File: config.mk
export PLATFORM = sky130hd
export DESIGN_NAME = dual_port_gpio
export DESIGN_NICKNAME = d
export VERILOG_FILES = /design/src/logic/port_zero_mux.v /design/src/logic/port_one_mux.v /design/src/logic/dual_port_gpio.v
export VERILOG_INCLUDE_DIRS = /design/src /design/src/logic
export SDC_FILE = /design/constraint.sdc
export NUM_CORES = 1
export LEC_CHECK = 0
export BUFFER_PORTS_ARGS = -buffer_cell sky130_fd_sc_hd__clkbuf_2
export CORE_UTILIZATION = 50
export DETAILED_ROUTE_END_ITERATION = 10
export GPL_ROUTABILITY_DRIVEN = 0
export PLACE_DENSITY = 0.76
export SYNTH_ARGS = -nofsm -noshare
export SYNTH_HDL_FRONTEND = slang
export SYNTH_SLANG_ARGS = --single-unit
File: constraint.sdc
create_clock -name core_clk -period 1.7 [get_ports core_clk]
set_input_delay 0.085 -clock core_clk [delete_from_list [all_inputs] [get_ports core_clk]]
set_output_delay 0.085 -clock core_clk [all_outputs]
set_load 0.05 [all_outputs]
File: src/logic/gpio_defines.vh
// register map, reset values and pin indices for the two-port i/o block
`ifndef GPIO_DEFINES_VH
`define GPIO_DEFINES_VH
`define ADDR_PORT0_DATA     8'h80
`define ADDR_PORT1_DATA     8'h90
`define ADDR_PORT0_DRIVE    8'h93
`define ADDR_PORT0_DIR      8'h94
`define ADDR_PORT0_FSEL     8'h95
`define ADDR_PORT1_DIR      8'h96
`define ADDR_PORT1_FSEL     8'h97
`define RST_PORT0_DATA      8'hff
`define RST_PORT1_DATA      4'hf
`define RST_PORT0_DRIVE     8'h00
`define RST_PORT0_DIR       8'hff
`define RST_PORT0_FSEL      8'h00
`define RST_PORT1_DIR       4'h4
`define RST_PORT1_FSEL      4'h0
`define SPI_ROUTE_BOOT      2'h1
`define P1_SCK              0
`define P1_MOSI             1
`define P1_MISO             2
`define P1_CSN              3
`define PORT0_FUNCTION_SELECT_OUT_MASK     8'h85
`define P0_UART_RX          1
`define P0_IRQ_A            3
`define P0_IRQ_B            4
`define P0_TIMER_A          5
`define P0_TIMER_B          6
`define P0_ODD_MASK         8'haa
`endif

File: src/logic/port_zero_mux.v
// port zero pin function and direction mux
`timescale 1ns/1ps
`default_nettype none
`include "gpio_defines.vh"
module port_zero_mux (
    input  wire [7:0] fsel,
    input  wire [7:0] dir,
    input  wire [7:0] latch,
    input  wire [7:0] alt_out,
    output reg  [7:0] out_val,
    output reg  [7:0] out_en
);
    // pins whose alternate function drives the pin outward
    localparam [7:0] alt_drives_out = `PORT0_FUNCTION_SELECT_OUT_MASK;
    integer i;
    always @* begin
        out_val = 8'h00;
        out_en  = 8'h00;
        for (i = 0; i < 8; i = i + 1) begin
            if (fsel[i]) begin
                out_val[i] = alt_out[i];
                if (i == `P0_UART_RX)
                    out_en[i] = ~dir[i];
                else
                    out_en[i] = alt_drives_out[i];
            end else begin
                out_val[i] = latch[i];
                out_en[i]  = ~dir[i];
            end
        end
    end
endmodule // port_zero_mux
`default_nettype wire

File: src/logic/port_one_mux.v
// port one pin function and direction mux
`timescale 1ns/1ps
`default_nettype none
`include "gpio_defines.vh"
module port_one_mux (
    input  wire [1:0] spi_route,
    input  wire [3:0] fsel,
    input  wire [3:0] dir,
    input  wire [3:0] latch,
    input  wire       spi_sck,
    input  wire       spi_mosi,
    output reg  [3:0] out_val,
    output reg  [3:0] out_en
);
    always @* begin
        out_val = latch;
        out_en  = ~dir;
        out_en[`P1_MISO] = 1'b0;
        if (spi_route == `SPI_ROUTE_BOOT) begin
            out_val[`P1_SCK]  = spi_sck;
            out_val[`P1_MOSI] = spi_mosi;
            out_en[`P1_SCK]   = 1'b1;
            out_en[`P1_MOSI]  = 1'b1;
            out_en[`P1_CSN]   = 1'b1;
        end else if (fsel[`P1_SCK]) begin
            out_en[`P1_SCK] = 1'b0;
        end
    end
endmodule // port_one_mux
`default_nettype wire

File: src/logic/dual_port_gpio.v
// two-port gpio with alternate function mux and sfr access
`timescale 1ns/1ps
`default_nettype none
`include "gpio_defines.vh"
module dual_port_gpio (
    input  wire       core_clk,
    input  wire       nrst,
    input  wire [7:0] sfr_addr,
    input  wire       sfr_wr,
    input  wire [7:0] sfr_wdata,
    output reg  [7:0] sfr_rdata,
    input  wire [1:0] spi_route,
    input  wire       spi_sck,
    input  wire       spi_mosi,
    output reg        spi_miso,
    input  wire       general_timer_output,
    input  wire       uart_txd,
    input  wire       pwm_out,
    output reg        uart_rxd,
    output reg        external_irq_a_n,
    output reg        external_irq_b_n,
    output reg        timer_a_input,
    output reg        timer_b_input,
    output reg        timer_c_input,
    input  wire [7:0] port_zero_in,
    output reg  [7:0] port_zero_out,
    output reg  [7:0] port_zero_oe,
    output reg  [7:0] port_zero_source_hi,
    output reg  [7:0] port_zero_sink_hi,
    input  wire [3:0] port_one_in,
    output reg  [3:0] port_one_out,
    output reg  [3:0] port_one_oe
);
    reg  [7:0] p0_latch_r;
    reg  [3:0] p1_latch_r;
    reg  [7:0] p0_drive_r;
    reg  [7:0] port0_direction_r;
    reg  [7:0] p0_fsel_r;
    reg  [3:0] port1_direction_r;
    reg  [3:0] p1_fsel_r;
    reg  [7:0] rdata_nxt;
    wire [7:0] p0_val;
    wire [7:0] p0_en;
    wire [3:0] p1_val;
    wire [3:0] p1_en;
    wire [7:0] alt_out;
    wire [7:0] drive_on;

    assign alt_out = {pwm_out, 4'h0, uart_txd, 1'b0, general_timer_output};
    // active-low enable per register table
    assign drive_on = ~p0_drive_r;

    // register writes; configuration holds until written
    always @(posedge core_clk) begin
        if (!nrst) begin
            p0_latch_r <= `RST_PORT0_DATA;
            p1_latch_r <= `RST_PORT1_DATA;
            p0_drive_r <= `RST_PORT0_DRIVE;
            port0_direction_r   <= `RST_PORT0_DIR;
            p0_fsel_r  <= `RST_PORT0_FSEL;
            port1_direction_r   <= `RST_PORT1_DIR;
            p1_fsel_r  <= `RST_PORT1_FSEL;
        end else if (sfr_wr) begin
            case (sfr_addr)
                `ADDR_PORT0_DATA:  p0_latch_r <= sfr_wdata;
                `ADDR_PORT1_DATA:  p1_latch_r <= sfr_wdata[3:0];
                `ADDR_PORT0_DRIVE: p0_drive_r <= sfr_wdata;
                `ADDR_PORT0_DIR:   port0_direction_r   <= sfr_wdata;
                `ADDR_PORT0_FSEL:  p0_fsel_r  <= sfr_wdata;
                `ADDR_PORT1_DIR:   port1_direction_r   <= sfr_wdata[3:0];
                `ADDR_PORT1_FSEL:  p1_fsel_r  <= sfr_wdata[3:0];
                default: ;
            endcase
        end
    end

    // read mux: data registers return pin levels
    always @* begin
        case (sfr_addr)
            `ADDR_PORT0_DATA:  rdata_nxt = port_zero_in;
            `ADDR_PORT1_DATA:  rdata_nxt = {4'h0, port_one_in};
            `ADDR_PORT0_DRIVE: rdata_nxt = p0_drive_r;
            `ADDR_PORT0_DIR:   rdata_nxt = port0_direction_r;
            `ADDR_PORT0_FSEL:  rdata_nxt = p0_fsel_r;
            `ADDR_PORT1_DIR:   rdata_nxt = {4'h0, port1_direction_r};
            `ADDR_PORT1_FSEL:  rdata_nxt = {4'h0, p1_fsel_r};
            default:           rdata_nxt = 8'h00;
        endcase
    end

    port_zero_mux u_p0 (
        .fsel    (p0_fsel_r),
        .dir     (port0_direction_r),
        .latch   (p0_latch_r),
        .alt_out (alt_out),
        .out_val (p0_val),
        .out_en  (p0_en)
    );

    port_one_mux u_p1 (
        .spi_route (spi_route),
        .fsel      (p1_fsel_r),
        .dir       (port1_direction_r),
        .latch     (p1_latch_r),
        .spi_sck   (spi_sck),
        .spi_mosi  (spi_mosi),
        .out_val   (p1_val),
        .out_en    (p1_en)
    );

    // registered pin and peripheral outputs
    always @(posedge core_clk) begin
        if (!nrst) begin
            sfr_rdata           <= 8'h00;
            port_zero_out       <= `RST_PORT0_DATA;
            port_zero_oe        <= ~`RST_PORT0_DIR;
            // high drive shows the reset register value so release changes nothing
            port_zero_source_hi <= ~`RST_PORT0_DRIVE & `P0_ODD_MASK;
            port_zero_sink_hi   <= ~`RST_PORT0_DRIVE & ~`P0_ODD_MASK;
            port_one_out        <= `RST_PORT1_DATA;
            port_one_oe         <= ~`RST_PORT1_DIR;
            spi_miso            <= 1'b0;
            uart_rxd            <= 1'b1;
            external_irq_a_n    <= 1'b1;
            external_irq_b_n    <= 1'b1;
            timer_a_input       <= 1'b0;
            timer_b_input       <= 1'b0;
            timer_c_input       <= 1'b0;
        end else begin
            sfr_rdata           <= rdata_nxt;
            port_zero_out       <= p0_val;
            port_zero_oe        <= p0_en;
            port_zero_source_hi <= drive_on & `P0_ODD_MASK;
            port_zero_sink_hi   <= drive_on & ~`P0_ODD_MASK;
            port_one_out        <= p1_val;
            port_one_oe         <= p1_en;
            spi_miso            <= port_one_in[`P1_MISO];
            uart_rxd            <= port_zero_in[`P0_UART_RX] | ~p0_fsel_r[`P0_UART_RX];
            external_irq_a_n    <= port_zero_in[`P0_IRQ_A] | ~p0_fsel_r[`P0_IRQ_A];
            external_irq_b_n    <= port_zero_in[`P0_IRQ_B] | ~p0_fsel_r[`P0_IRQ_B];
            timer_a_input       <= port_zero_in[`P0_TIMER_A] & p0_fsel_r[`P0_TIMER_A];
            timer_b_input       <= port_zero_in[`P0_TIMER_B] & p0_fsel_r[`P0_TIMER_B];
            timer_c_input       <= port_one_in[`P1_SCK] & p1_fsel_r[`P1_SCK]
                                   & (spi_route != `SPI_ROUTE_BOOT);
        end
    end
endmodule // dual_port_gpio
`default_nettype wire

==> results.py <==
metrics = {
    "floorplanning": {
        "die_x_um": 87.72,
        "fp-row-count": 30,
        "start_util": 0.5290,
        "coreArea_sq_um": 6944,
        "die_area_sq_um": 7694,
        "die_y_um": 87.72,
        "io_pins": 93,
    },
    "placement": {
        "dp_hpwl_um": 6777,
        "port_buffers": 83,
        "postPlaceCellArea_sq_um": 4197,
        "placedCellCount": 550,
    },
    "power_and_ir_drop": {
        "ir_drop_v": 0.0005209,
        "power_density_nw_per_um2": 920.8,
        "power.total_mw": 4.205,
        "p_leak_nw": 1.874,
    },
    "critical_path": {
        "crit_path_top_delay_cell": "a2bb2oi_1",
        "cp_cell_sequence": "clkbuf_2 > buf_4 > a21o_1 > a2bb2oi_1 > a311oi_1",
        "rrSetupSlack_ps": 500,
        "reg2reg_to": "sfr_rdata[0]",
        "crit_path_max_incr_delay_ps": 550,
        "r2r_start": "p0_fsel_r[0]",
        "r2r_cells": 3,
        "end_kind": "flip-flop",
        "worstPathRequired_ps": 1900,
        "cp_data_arrival_time_ps": 1450,
        "start_kind": "primary input",
        "path_class": "in -> reg",
        "crit_fanout": 16,
    },
    "clocking": {
        "cts.clk_slew.worst_paths_ps": 80,
        "cts_buffer_depth": 2,
        "cts_tree": "done",
        "clkLatencyLatePin_ps": 350,
        "clockRootBuffer": "clkbuf_8",
        "cts_setup_buffers": 0,
        "clock_sinks": 90,
        "cts_resized": 0,
        "cts_buffers": 9,
        "hold_buffers": 13,
        "h-tree-depth": 3,
    },
    "timing": {
        "slew_headroom": 0.5566,
        "skew_ps": 9.471,
        "tns_ps": 0,
        "rsz0062_at_grt": "no",
        "drv_slew": 0,
        "finalHoldViolCount": 0,
        "worst_slew_pin_slew_ps": 662.5,
        "min_period_ps": 1254,
        "setup_violations": 0,
        "max_freq_mhz": 797.4,
        "fin_crit_sh": 0.7377,
    },
    "routing": {
        "drt_iter0_markers": 298,
        "first_pass_iters": 6,
        "wl_per_cell_um": 16.71,
        "routed_via_density": 5.720,
        "ant_nets": 0,
        "wirelength_um": 9659,
        "vias": 3306,
        "drc_errors": 0,
    },
    "logic_synthesis": {
        "synth_top_area_share": 0.4905,
        "synthDistinctLibCells": 44,
        "synth-main-ff-cell": "dfxtp_1",
        "syn_inst": 381,
        "synthTopCellsByCount": "dfxtp_1 (90), nand2_1 (40), mux2i_1 (29)",
        "synthTopCellsByArea": "dfxtp_1 (49%), mux2i_1 (7.9%), nand2_1 (4.1%)",
        "synth-simple-area-share": 0.2176,
        "synth.yosys.seq_area_share": 0.4905,
        "async_flop_share": 0,
        "synth_area_per_cell_sq_um": 9.642,
        "synth_edf_count": 0,
        "yosys.area.top_type": "dfxtp_1",
        "synth_xor_area_frac": 0,
        "syn_area_sq_um": 3674,
        "synth_top_family_by_area": "simple AND/OR/NAND/NOR gates",
        "yosysMostFrequentCell": "dfxtp_1",
        "synth-seq-cells": 90,
        "synth_compound_gate_area_share": 0.1052,
        "ys_warn_count": 0,
        "synthAdderAreaFrac": 0,
        "muxShareOfSynthArea": 0.1158,
    },
    "grt": {
        "gr-usage-all-layers": 0.2622,
        "grt_overflow": 0,
        "grt_pass1_vias": 2999,
        "grt_max_degree": 23,
        "grt_pass1_wl_um": 15040,
        "antenna_found_initial": 0,
    },
    "finish": {
        "stdcell_count": 578,
        "stdcell_area_sq_um": 4567,
        "post-route-util": 0.6577,
        "drive_above_1_share": 0.2884,
        "syn2layout_area_growth_pct": 24.32,
        "n_antenna_cell": 0,
        "final_nets": 516,
    },
    "min_path": {
        "min_delay_path_depth": 3,
        "min_from": "sfr_wdata[5]",
        "hold_class": "in -> reg",
        "hold_end": "p0_fsel_r[5]",
    },
    "flow_run": {
        "cap_violations": 0,
    },
    "run_status": {
        "outcome": "finished clean",
    },
}
-- sequential cells by signal, indices dropped and copies added, names as in the netlist, 8 cells and up --
| register | count |
|---|---|
| p0_drive_r | 8 |
| p0_fsel_r | 8 |
| p0_latch_r | 8 |
| port0_direction_r | 8 |
| port_zero_oe | 8 |
| port_zero_out | 8 |
| sfr_rdata | 8 |
-- per-stage QoR --
| step | worst slack, ps | hold WS [ps] |
|---|---|---|
| floorplan | 311.8 | 190.9 |
| global placement | 177.0 | 302.7 |
| detailed placement | 113.9 | 304.3 |
| CTS | 477.1 | 11.66 |
| global route | 355.3 | 27.75 |
| finish | 446.0 | 29.13 |
-- layout make-up --
| type | count | area, sq um |
|---|---|---|
| clock buffer | 10 | 137.6 |
| clock inverter | 5 | 102.6 |
| fill | 564 | 2377 |
| inverter | 10 | 37.54 |
| multi-input combinational | 249 | 1657 |
| sequential | 90 | 1802 |
| tap | 96 | 120.1 |
| timing repair buffer | 118 | 710.7 |
-- metal layers --
layer  part of all wire  global-route usage  wire [um]  vias up
li1                   -                   -          -     1548
met1               0.41              0.3320       3949     1526
met2               0.48              0.4242       4646      198
met3              0.077             0.05467        739       34
met4              0.034              0.1311        324        0
met5                  0                   0          0        -
-- where the power goes --
group,internal (mW),switching [mW],total (mW),leakage [nW]
logic,0.124,0.249,0.373,1.03
registers,2.11,0.00196,2.11,0.727
clock network,1.01,0.714,1.72,0.118
total,3.24,0.965,4.21,1.87
-- worst max path at each step --
stage / startpoint / end / depth (start not counted)
floorplan: sfr_addr[0] / port0_direction_r[0] / 5
global placement: sfr_addr[3] / port1_direction_r[3] / 4
detailed placement: sfr_addr[3] / port1_direction_r[2] / 4
CTS: sfr_addr[0] / sfr_rdata[6] / 5
global route: sfr_addr[0] / sfr_rdata[5] / 5
finish: sfr_addr[0] / sfr_rdata[6] / 5
-- worst max-delay path, delay by kind of cell --
kind | cells | cell delay (ps)
buf+inv | 2 | 540
compound gates | 3 | 830
-- cells in the final DEF, fill, tap and decap left out, types with 2 or more instances in the layout --
cell type / n
dfxtp_1: 90
conb_1: 9
mux2i_1: 29
nor3_1: 5
o21ai_0: 22
clkbuf_8: 10
o31ai_1: 8
nand2b_1: 2
inv_1: 10
nor4b_1: 2
nor3_4: 2
dlygate4sd3_1: 13
clkbuf_2: 83
nand3_1: 15
nor4_1: 12
nand3b_1: 3
a31oi_1: 12
a311oi_1: 8
mux4_2: 4
nor3b_1: 3
bufinv_16: 3
a21oi_1: 11
nand4_1: 14
and2_1: 2
or2_2: 2
buf_4: 22
and4_1: 2
nand2_1: 40
and3_1: 5
nor2_1: 20
mux2_2: 4
-- kinds of logic after synthesis --
family / after synthesis
other cells: 1
flops: 90
simple gates: 140
compound gates: 63
buf+inv: 50
mux: 37
Power figures use the tool's default switching activity.
